## config.mk

```make
export PLATFORM = sky130hd
export DESIGN_NAME = pulse_pattern_unit
export DESIGN_NICKNAME = d
export VERILOG_FILES = /design/src/shared/pulse_pattern_pkg.sv /design/src/design/pulse_pattern_unit.sv /design/src/design/pulse_word_fifo.sv
export SDC_FILE = /design/constraint.sdc
export NUM_CORES = 1
export LEC_CHECK = 0
export BUFFER_PORTS_ARGS = -buffer_cell sky130_fd_sc_hd__buf_2
export CAP_MARGIN = 20
export CELL_PAD_IN_SITES_DETAIL_PLACEMENT = 1
export CELL_PAD_IN_SITES_GLOBAL_PLACEMENT = 1
export CORE_UTILIZATION = 39
export CTS_CLUSTER_DIAMETER = 120
export DETAILED_ROUTE_END_ITERATION = 12
export GPL_TIMING_DRIVEN = 0
export HOLD_SLACK_MARGIN = 0.03
export PLACE_DENSITY_LB_ADDON = 0.1
export SETUP_SLACK_MARGIN = 0.2
export SKIP_CTS_REPAIR_TIMING = 1
export SYNTH_ARGS = -nofsm -noshare
export SYNTH_HDL_FRONTEND = slang
export SYNTH_SLANG_ARGS = --single-unit
```

## constraint.sdc

```tcl
create_clock -name clk_i -period 3.4 [get_ports clk_i]
set_input_delay 0 -clock clk_i [delete_from_list [all_inputs] [get_ports clk_i]]
set_output_delay 0 -clock clk_i [all_outputs]
set_load 0.02 [all_outputs]
```

## src/shared/pulse_pattern_pkg.sv

```systemverilog
// constants and types shared by the pulse pattern unit
package pulse_pattern_pkg;
   localparam int          NUM_BITS       = 16;
   localparam int          NUM_GROUPS     = 4;
   localparam int          GROUP_BITS     = 4;
   localparam int          NUM_CHANNELS   = 4;
   localparam int          FIFO_WIDTH     = 16;
   localparam int          FIFO_DEPTH     = 32;
   // field positions inside the output mode byte
   localparam int          NOV_POS        = 0;
   localparam int          INV_POS        = 4;
   // values after reset
   localparam logic [15:0] LATCH_RESET    = 16'h0000;
   localparam logic [15:0] NEXT_RESET     = 16'h0000;
   localparam logic [15:0] PINS_RESET     = 16'h0000;
   localparam logic [15:0] OE_N_RESET     = 16'hffff;
   localparam logic [3:0]  USED_RESET     = 4'h0;
   localparam logic        STOP_RESET     = 1'b1;
   // one-hot states of the next-data holding register
   typedef enum logic [1:0] {
      ND_EMPTY = 2'b01,
      ND_HELD  = 2'b10
   } nd_state_e;
endpackage : pulse_pattern_pkg

```

## src/design/pulse_pattern_unit.sv

```systemverilog
// pulse pattern output unit: next-data to output latch on timer events
`timescale 1ns/1ps
`default_nettype none
// Function
// In non-overlap mode compare match A copies every enabled next bit to the latch.
// In non-overlap mode compare match B copies only next bits that are 0.
// The controller leaves next data alone between match B and the next match A.
// The controller loads the following next data after match A and before match B.
// A group whose invert select is 0 drives the complement of its latch bits.
// When register A of the chosen channel captures, its capture event is the trigger.
// After reset the unit stays stopped and ignores writes until module stop clears.
// A pin whose other peripheral is enabled carries that peripheral's output.
// Latch transfers happen even on pins given to another function.
// The controller switches pin functions only while no trigger can occur.
// In normal mode match A moves upper next bits to the upper latch and pins.
// There are sixteen pulse output bits, each shared with other peripherals.
// Only bits with next enable 1 are updated; the latch preset gives the first level.
// Each group picks timer channel 0 to 3 with its two-bit select code.
// With non-overlap select 0 a group updates only at compare match A.
// The latch updates in the trigger cycle; a next-data change then waits a trigger.
module pulse_pattern_unit
   import pulse_pattern_pkg::*;
(
   // clock and reset
   input  wire logic        clk_i,
   input  wire logic        reset_n_i,
   // control bits
   input  wire logic        module_stop_i,
   input  wire logic [15:0] next_bit_enables_i,
   input  wire logic [7:0]  group_trigger_select_i,
   input  wire logic [7:0]  group_output_mode_i,
   input  wire logic        latch_preset_write_i,
   input  wire logic [15:0] latch_preset_data_i,
   // next data stream
   input  wire logic        next_valid_i,
   output logic             next_ready_o,
   input  wire logic [15:0] next_data_i,
   // timer pulse unit events, one bit per channel
   input  wire logic [3:0]  match_a_i,
   input  wire logic [3:0]  match_b_i,
   input  wire logic [3:0]  capture_a_i,
   input  wire logic [3:0]  reg_a_is_capture_i,
   // other peripherals on shared pins
   input  wire logic [15:0] other_enable_i,
   input  wire logic [15:0] other_data_i,
   // pins and status
   output logic [15:0]      pulse_pins_o,
   output logic [15:0]      pulse_oe_n_o,
   output logic [15:0]      output_latch_bits_o,
   output logic [15:0]      next_output_bits_o,
   output logic             next_loaded_o,
   output logic             stopped_o
);
   function automatic logic [1:0] group_channel(input logic [7:0] sel, input int g);
      group_channel = sel[2*g +: 2];
   endfunction

   function automatic logic pick_channel(input logic [3:0] ev, input logic [1:0] ch);
      pick_channel = ev[ch];
   endfunction

   logic             stop_q, stop_d;
   logic [15:0]      latch_q, latch_d;
   logic [15:0]      next_q, next_d;
   logic [15:0]      pins_q, pins_d;
   logic [15:0]      oe_n_q, oe_n_d;
   logic [3:0]       used_q, used_d;
   nd_state_e        nd_state_q, nd_state_d;
   logic [3:0]       trig_a, trig_b, nov, inv, active;
   logic             fifo_valid, fifo_take;
   logic [15:0]      fifo_data;

   // trigger selection per group
   always_comb begin
      for (int g = 0; g < NUM_GROUPS; g++) begin
         // channel select decode
         // capture replaces match A
         trig_a[g] = pick_channel(reg_a_is_capture_i, group_channel(group_trigger_select_i, g))
                   ? pick_channel(capture_a_i, group_channel(group_trigger_select_i, g))
                   : pick_channel(match_a_i, group_channel(group_trigger_select_i, g));
         trig_b[g] = pick_channel(match_b_i, group_channel(group_trigger_select_i, g));
         nov[g]    = group_output_mode_i[NOV_POS + g];
         inv[g]    = group_output_mode_i[INV_POS + g];
         active[g] = |next_bit_enables_i[g*GROUP_BITS +: GROUP_BITS];
      end
   end

   // output latch, stop control and pins
   always_comb begin
      // held in stop after reset
      stop_d  = module_stop_i;
      latch_d = latch_q;
      if (!stop_q) begin
         // preset gives the first level
         if (latch_preset_write_i) begin
            latch_d = latch_preset_data_i;
         end
         for (int b = 0; b < NUM_BITS; b++) begin
            // copy ignores pin ownership; enabled bits only
            if (next_bit_enables_i[b]) begin
               // match A copies current next data
               if (trig_a[b / GROUP_BITS]) begin
                  latch_d[b] = next_q[b];
               // match B copies zeros only in non-overlap mode
               end else if (nov[b / GROUP_BITS] && trig_b[b / GROUP_BITS]) begin
                  latch_d[b] = latch_q[b] & next_q[b];
               end
            end
         end
      end
      for (int b = 0; b < NUM_BITS; b++) begin
         // other function owns the pin
         if (other_enable_i[b]) begin
            pins_d[b] = other_data_i[b];
            oe_n_d[b] = 1'b0;
         // stopped unit keeps its pins as they were
         end else if (stop_q) begin
            pins_d[b] = pins_q[b];
            oe_n_d[b] = oe_n_q[b];
         end else begin
            // complement when invert select is 0
            pins_d[b] = next_bit_enables_i[b] && (inv[b / GROUP_BITS] ? latch_d[b] : ~latch_d[b]);
            oe_n_d[b] = !next_bit_enables_i[b];
         end
      end
   end

   // next-data holding register; a word stays until every active group saw match A,
   // so a held word is replaced only after match A; a word that finds none held lands at once
   always_comb begin
      next_d     = next_q;
      used_d     = used_q;
      nd_state_d = nd_state_q;
      fifo_take  = 1'b0;
      if (!stop_q) begin
         case (nd_state_q)
            ND_EMPTY: begin
               if (fifo_valid) begin
                  fifo_take  = 1'b1;
                  next_d     = fifo_data;
                  used_d     = USED_RESET;
                  nd_state_d = ND_HELD;
               end
            end
            ND_HELD: begin
               // reload only after match A
               used_d = used_q | trig_a;
               if ((&(used_d | ~active)) && (|active)) begin
                  nd_state_d = ND_EMPTY;
               end
            end
            default: begin
               nd_state_d = ND_EMPTY;
            end
         endcase
      end
   end

   always_ff @(posedge clk_i or negedge reset_n_i) begin
      if (!reset_n_i) begin
         stop_q     <= STOP_RESET;
         latch_q    <= LATCH_RESET;
         next_q     <= NEXT_RESET;
         pins_q     <= PINS_RESET;
         oe_n_q     <= OE_N_RESET;
         used_q     <= USED_RESET;
         nd_state_q <= ND_EMPTY;
      end else begin
         stop_q     <= stop_d;
         latch_q    <= latch_d;
         next_q     <= next_d;
         pins_q     <= pins_d;
         oe_n_q     <= oe_n_d;
         used_q     <= used_d;
         nd_state_q <= nd_state_d;
      end
   end

   // fifo refuses words while stopped
   pulse_word_fifo #(
      .WIDTH (FIFO_WIDTH),
      .DEPTH (FIFO_DEPTH)
   ) u_fifo (
      .clk_i       (clk_i),
      .reset_n_i   (reset_n_i),
      .in_valid_i  (next_valid_i),
      .in_ready_o  (next_ready_o),
      .in_data_i   (next_data_i),
      .hold_i      (stop_d),
      .out_valid_o (fifo_valid),
      .out_ready_i (fifo_take),
      .out_data_o  (fifo_data)
   );

   // sixteen pins from flops
   assign pulse_pins_o        = pins_q;
   assign pulse_oe_n_o        = oe_n_q;
   assign output_latch_bits_o = latch_q;
   assign next_output_bits_o  = next_q;
   // held is the upper one-hot bit, read straight from its flop
   assign next_loaded_o       = nd_state_q[1];
   assign stopped_o           = stop_q;

   for (genvar g = 0; g < NUM_GROUPS; g++) begin : g_chk
      localparam int LO = g * GROUP_BITS;

   end
endmodule // pulse_pattern_unit
`default_nettype wire

```

## src/design/pulse_word_fifo.sv

```systemverilog
// word fifo feeding next-output data, registered read stage
`timescale 1ns/1ps
`default_nettype none
module pulse_word_fifo #(
   parameter int WIDTH = 16,
   parameter int DEPTH = 32
) (
   // clock and reset
   input  wire logic             clk_i,
   input  wire logic             reset_n_i,
   // fill side
   input  wire logic             in_valid_i,
   output logic                  in_ready_o,
   input  wire logic [WIDTH-1:0] in_data_i,
   input  wire logic             hold_i,
   // drain side
   output logic                  out_valid_o,
   input  wire logic             out_ready_i,
   output logic [WIDTH-1:0]      out_data_o
);
   localparam int PW = $clog2(DEPTH);
   localparam int CW = $clog2(DEPTH + 1);
   localparam logic [CW-1:0] FULL_COUNT = CW'(DEPTH);

   logic [WIDTH-1:0] mem_q [DEPTH];
   logic [PW-1:0]    wr_ptr_q, wr_ptr_d;
   logic [PW-1:0]    rd_ptr_q, rd_ptr_d;
   logic [CW-1:0]    count_q, count_d;
   logic             ready_q, ready_d;
   logic             valid_q, valid_d;
   logic [WIDTH-1:0] data_q, data_d;
   logic             push, pop;

   always_comb begin
      // read stage refills when empty or being taken; write side refused while held
      push     = in_valid_i && ready_q;
      pop      = (count_q != '0) && (!valid_q || out_ready_i);
      wr_ptr_d = push ? PW'(wr_ptr_q + 1'b1) : wr_ptr_q;
      rd_ptr_d = pop ? PW'(rd_ptr_q + 1'b1) : rd_ptr_q;
      count_d  = CW'(count_q + CW'(push) - CW'(pop));
      ready_d  = (count_d != FULL_COUNT) && !hold_i;
      valid_d  = pop ? 1'b1 : (out_ready_i ? 1'b0 : valid_q);
      data_d   = pop ? mem_q[rd_ptr_q] : data_q;
   end

   always_ff @(posedge clk_i) begin
      if (push) begin
         mem_q[wr_ptr_q] <= in_data_i;
      end
   end

   always_ff @(posedge clk_i or negedge reset_n_i) begin
      if (!reset_n_i) begin
         wr_ptr_q <= '0;
         rd_ptr_q <= '0;
         count_q  <= '0;
         ready_q  <= 1'b0;
         valid_q  <= 1'b0;
         data_q   <= '0;
      end else begin
         wr_ptr_q <= wr_ptr_d;
         rd_ptr_q <= rd_ptr_d;
         count_q  <= count_d;
         ready_q  <= ready_d;
         valid_q  <= valid_d;
         data_q   <= data_d;
      end
   end

   assign in_ready_o  = ready_q;
   assign out_valid_o = valid_q;
   assign out_data_o  = data_q;
endmodule // pulse_word_fifo
`default_nettype wire

```

# Word-level counts from Yosys, hierarchy flattened
# Memory sizes are Yosys's and may differ from the RTL's. A register that Yosys moved wholly into a read port is not among the register bits.
# Index checks and enable logic that the tools add are counted.
# classes
add_sub_neg,4
order_cmp,4
n_eq_ne,21
n_mux,178
bitwise,36
n_reduce_logical,56
# ops
op,n
$mux 1,155
$ne 2x2->1 const B,17
$bmux 1 s2,16
$mux 16,2
$logic_and 1x1->1,24
$logic_not 1->1,19
$not 1->1,17
$and 1x1->1,16
$reduce_or 16->1,1
$reduce_or 4->1,4
$lt 2x3->1 const B,4
$add 5x1->5 const B,2
$reduce_and 3->1,3
$or 4x4->4,2
$pmux 4 s2,1
$add 6x1->6,1
$ne 6x6->1 const B,1
$reduce_bool 6->1,1
$sub 6x1->6,1
$mux 2,2
$mux 4,1
$not 4->4,1
$pmux 2 s2,1
$reduce_and 4->1,1
5 further kinds,6
# word_totals
memories,1
output_inout_bits,67
ram_bits,512
in_bits,117
reg_bits,89
# mem_list
memory,words,width,read_ports,rd_clocked_by_memory_dff,write_ports,line,rtl
u_fifo.mem_q,32,16,1,1,1,pulse_word_fifo.sv:25,logic [WIDTH-1:0] mem_q [DEPTH];

# Depth between registers and ports, before layout
# depth
depth_word,12
mapped_depth,16
mapped_depth_nobuf,15

# Cells and area by module
# Synthesis repeated with hierarchy kept, for this count alone.
# unflattened
hier_cells,1511
hier_area_um2,25189.2
# modules_own_cells
module,cells_each,instances,area_per_inst_um2,seq_area_each_um2
pulse_word_fifo,1023,1,21064.0,16225.6
pulse_pattern_unit,488,1,4125.2,1799.2

# Least setup slack after synthesis
# OpenSTA, ideal clock, no wires.
# synth_path
path_kind,reg2reg
from,register nd_state_q[1]
to,"register u_fifo.ready_q, in the netlist u_fifo.in_ready_o"
synth_period_minus_slack_ns,3.080
required_ns,3.264
t_arrival_ns,2.944
path_stages_with_launch,16
path_slack_ns,0.320
path_cell_list,dfrtp_1 > clkbuf_1 > nor2_1 > nand3_1 > a21oi_1 > buf_2 > ha_1 > inv_1 > ha_1 > inv_1 > fa_1 > inv_1 > a21oi_1 > o21a_1 > xor2_1 > a31oi_1
# synth_via
elab_chain_len,8
# synth_rtl
item,line,rtl
"start, declared",pulse_pattern_unit.sv:68,"nd_state_e nd_state_q, nd_state_d;"
"start signal, assigned",pulse_pattern_unit.sv:175,nd_state_q <= nd_state_d;
$eq 2x1->1,pulse_pattern_unit.sv:136,case (nd_state_q)
$mux 1,pulse_pattern_unit.sv:136,
$mux 1,pulse_pattern_unit.sv:135,if (!stop_q) begin
$logic_or 1x1->1,pulse_word_fifo.sv:37,pop = (count_q != '0) && (!valid_q || out_ready_i);
$logic_and 1x1->1,pulse_word_fifo.sv:37,
via u_fifo.pop,pulse_word_fifo.sv:32,"logic push, pop;"
$sub 6x1->6,pulse_word_fifo.sv:40,count_d = CW'(count_q + CW'(push) - CW'(pop));
$ne 6x6->1,pulse_word_fifo.sv:41,ready_d = (count_d != FULL_COUNT) && !hold_i;
$logic_and 1x1->1,pulse_word_fifo.sv:41,
via u_fifo.ready_d,pulse_word_fifo.sv:29,"logic ready_q, ready_d;"
"end signal, assigned",pulse_word_fifo.sv:64,ready_q <= ready_d;
"end, declared",pulse_word_fifo.sv:29,
# The timed path passes the listed nets, and every way through them passes these cells.
# A chain may end at the register's enable or synchronous reset.

# Final worst setup path
# layout_path
from,register nd_state_q[1]
to,"register u_fifo.ready_q, in the netlist u_fifo.in_ready_o"
# layout_via
elab_chain_len,8
# layout_rtl
item,line,rtl
$eq 2x1->1,pulse_pattern_unit.sv:136,
$mux 1,pulse_pattern_unit.sv:136,
$mux 1,pulse_pattern_unit.sv:135,
$logic_or 1x1->1,pulse_word_fifo.sv:37,
$logic_and 1x1->1,pulse_word_fifo.sv:37,
via u_fifo.pop,pulse_word_fifo.sv:32,
$sub 6x1->6,pulse_word_fifo.sv:40,
via u_fifo.count_d[5],pulse_word_fifo.sv:28,"logic [CW-1:0] count_q, count_d;"
$ne 6x6->1,pulse_word_fifo.sv:41,
$logic_and 1x1->1,pulse_word_fifo.sv:41,
via u_fifo.ready_d,pulse_word_fifo.sv:29,
# The timed path passes the listed nets, and every way through them passes these cells.

==> impl_metrics.env <==
export IMPL_syn_area_per_cell_um2=17.8
export IMPL_slew_headroom=0.367
export IMPL_rows=93
export IMPL_synthMuxAreaShare=0.142
export IMPL_fin_crit_sh=0.912
export IMPL_use_met2=0.376
export IMPL_synth_simple_area_share=0.0504
export IMPL_synth_top_family_by_area="multiplexers"
export IMPL_cts_max_path_buffers=3
export IMPL_gr_total_overflow=0
export IMPL_path_class="reg -> reg"
export IMPL_fin_nets=1963
export IMPL_crit_buf_inv=3
export IMPL_cpPeakStageDelay_ns=0.37
export IMPL_crit_chain="clkbuf_1 > nor2_2 > nand3_4 > a21oi_4 > buf_6 > ha_1 > inv_1 > ha_1 > a21o_1 > a21oi_1 > o21ai_0 > a311oi_2 > a31oi_1"
export IMPL_ys_flop_type="edfxtp_1"
export IMPL_holdWs_ns=0.0134
export IMPL_critPathSlowestCell="dfrtp_1"
export IMPL_report_final_setup_viol=0
export IMPL_grt_pass1_vias=15649
export IMPL_yosysSeqAreaShare=0.706
export IMPL_finClkSkew_ns=0.0189
export IMPL_hold_viol_final=0
export IMPL_area_growth_pct=23.7
export IMPL_p_leak_nw=11.2
export IMPL_r2r_end="u_fifo.in_ready_o"
export IMPL_vdd_drop_max_mv=0.500
export IMPL_postRouteWirelength_um=73500
export IMPL_timing_reg2reg_setup_slack_ns=0.30
export IMPL_worst_path_stages=13
export IMPL_pre_cts_slack_ns=-0.294
export IMPL_cp_common_cell="ha_1"
export IMPL_synth_compound_area_share=0.0729
export IMPL_setup_ws_ns=0.301
export IMPL_utilization=0.489
export IMPL_yosysUniqueCellTypes=51
export IMPL_rsz0062_at_grt="true"
export IMPL_async_flop_share=0.170
export IMPL_grt_pass1_wl_um=106000
export IMPL_period_needed_ns=3.10
export IMPL_drc=0
export IMPL_synthXorXnorAreaFrac=0.00343
export IMPL_ant_nets=0
export IMPL_tightest_slew_ns=0.942
export IMPL_grt_max_degree=89
export IMPL_dieWidth_um=258
export IMPL_slew_violations=0
export IMPL_drt_pass1_iterations=5
export IMPL_die_h_um=258
export IMPL_drt_iter0_markers=996
export IMPL_status="complete, no violations"
export IMPL_syn_nets=1569
export IMPL_cp_start_kind="flip-flop"
export IMPL_core_um2=64600
export IMPL_use_met1=0.290
export IMPL_cp_startpoint="nd_state_q[1]"
export IMPL_start_util=0.396
export IMPL_clockRootBuffer="clkbuf_16"
export IMPL_synth_edff_count=512
export IMPL_cap_violations=0
export IMPL_track_usage=0.220
export IMPL_busiest_layer="met2"
export IMPL_cts_made_buffers=70
export IMPL_critical_path_required_ns=3.88
export IMPL_die_area_um2=66500
export IMPL_io_pin_count=184
export IMPL_synthAdderAreaFrac=0.00715
export IMPL_worstRegToRegCells=13
export IMPL_fmax_ghz=0.323
export IMPL_synth_area_um2=25500
export IMPL_vias_per_cell=5.58
export IMPL_wire_per_inst_um=26.8
export IMPL_met3_usage=0.0365
export IMPL_arrival_ns=3.58
export IMPL_crit_family="compound AO/OA/AOI/OAI gates"
export IMPL_drive_above_1_share=0.333
export IMPL_crit_path_end="u_fifo.in_ready_o"
export IMPL_insertion_delay_ns=0.62
export IMPL_place_congestion=0.848
export IMPL_antenna_found_initial=0
export IMPL_endpoint_kind="flip-flop"
export IMPL_cts_tree="built"
export IMPL_cts_sinks=617
export IMPL_synth_ff_latch_count=617
export IMPL_num_vias=15293
export IMPL_yosys_warnings=0
export IMPL_io_buffers=182
export IMPL_synth_cells=1438
export IMPL_dpl_hpwl_um=50500
export IMPL_h_tree_depth=3
export IMPL_worstReg2RegStart="nd_state_q[1]"
export IMPL_cts_clk_slew_worst_paths_ns=0.05
export IMPL_hold_class="in -> reg"
export IMPL_diodes=0
export IMPL_cp_max_fo=10
export IMPL_p_per_area_nw_per_um2=745
-- per-layer routing --
layer	share of wire	vias up
li1	-	6664
met1	0.42	8054
met2	0.50	456
met3	0.047	119
met4	0.029	0
met5	0	-
-- report_power, final --
part | switching, mW | leakage, nW | total (mW) | internal (mW)
Clock | 3.08 | 1.11 | 7.47 | 4.39
Combinational | 4.03 | 4.22 | 6.87 | 2.84
Sequential | 0.400 | 5.84 | 9.20 | 8.80
Total | 7.51 | 11.2 | 23.5 | 16.0
-- worst min-delay path by stage --
stage                                start                 endpoint  slack [ns]  cells after the start
global placement             module_stop_i                stopped_o        0.13                      1
CTS                              reset_n_i  output_latch_bits_o[14]       -0.80                      1
finish              latch_preset_data_i[0]   output_latch_bits_o[0]        0.01                      4
global route                next_data_i[2]      u_fifo.mem_q[16][2]        0.03                      1
floorplan                        reset_n_i            nd_state_q[1]       -0.30                      0
detailed placement               reset_n_i  output_latch_bits_o[14]       -0.14                      1
-- placed cells by master (no fill, tap or decap), drive strengths merged, types with 13 or more instances in the layout --
| cell type | n |
|---|---|
| edfxtp | 512 |
| buf | 244 |
| mux4 | 140 |
| clkbuf | 139 |
| dlygate4sd3 | 105 |
| nand2 | 103 |
| dfrtp | 87 |
| nor2 | 73 |
| o22ai | 64 |
| a21oi | 43 |
| inv | 37 |
| mux2 | 37 |
| clkinv | 25 |
| nor4 | 21 |
| nor3 | 20 |
| dfstp | 18 |
| o2111a | 17 |
| a21boi | 17 |
| a31oi | 17 |
| o211ai | 16 |
| o22a | 16 |
| nor3b | 16 |
| o41ai | 16 |
| and3 | 16 |
| a211oi | 16 |
| ha | 13 |
-- registers in the layout, indices dropped and copies added, names as in the netlist, 2 cells and up --
register             flops
pulse_oe_n_o            16
u_fifo.mem_q           512
next_output_bits_o      16
u_fifo.rd_ptr_q          5
pulse_pins_o            16
u_fifo.wr_ptr_q          5
u_fifo.out_data_o       16
output_latch_bits_o     16
u_fifo.count_q           6
used_q                   4
nd_state_q               2
-- cell usage after synthesis (all sizes together), types with 4 or more instances --
master,number,area [um^2]
a21oi,43,215
buf,30,170
dfstp,18,473
and3,16,101
a21boi,17,128
mux2i,4,40.0
mux4,140,3160
a211oi,16,135
edfxtp,512,15400
nand4,4,25.0
dfrtp,87,2180
nor3,20,100
nor3b,16,120
nand3,4,20.0
nand2,103,387
inv,33,124
xnor2,7,61.3
ha,13,163
nor4,21,131
o211ai,16,200
o41ai,16,260
nand3b,5,37.5
and2,5,31.3
nor2,73,274
o22ai,64,400
o22a,16,140
o2111a,17,191
clkbuf,41,164
a31oi,17,106
mux2,37,432
o21ai,6,30.0
-- kinds of logic after synthesis --
group	after synthesis
AO/OA/AOI/OAI	235
adder cells (fa/ha/maj)	14
AND/OR/NAND/NOR	275
flip-flops	617
XOR/XNOR	10
buffers and inverters	106
multiplexers	181
-- cell type report --
type	count	area [um^2]
plain buffers	72	363
multi-input cells	715	7230
clock buffers	94	1930
fillers	6159	33000
repair buffers	322	2510
clock inverters	33	338
well taps	855	1070
flip-flops and latches	617	18000
inverters	34	128
-- metrics by stage --
stage	area (um^2)	std cells	power (mW)	setup TNS, ns
final	31600	2742	23.5	0
after floorplan	25500	1438	13.4	0
after CTS	30400	2635	23.5	-0.702
after global placement	27500	2475	15.8	-9.70
after detailed placement	28100	2508	16.0	-0.602
after global routing	31600	2742	24.5	0
-- worst register-to-register path: cells and delay by family, from the launching register on --
kind / cells / cell delay (ns)
AOI/OAI and AO/OA: 6 / 1.31
and+or+nand+nor: 2 / 0.40
adders and majority gates: 2 / 0.47
buffers and inverters: 3 / 0.42
DFF: 1 / 0.37
Power figures use the tool's default switching activity.
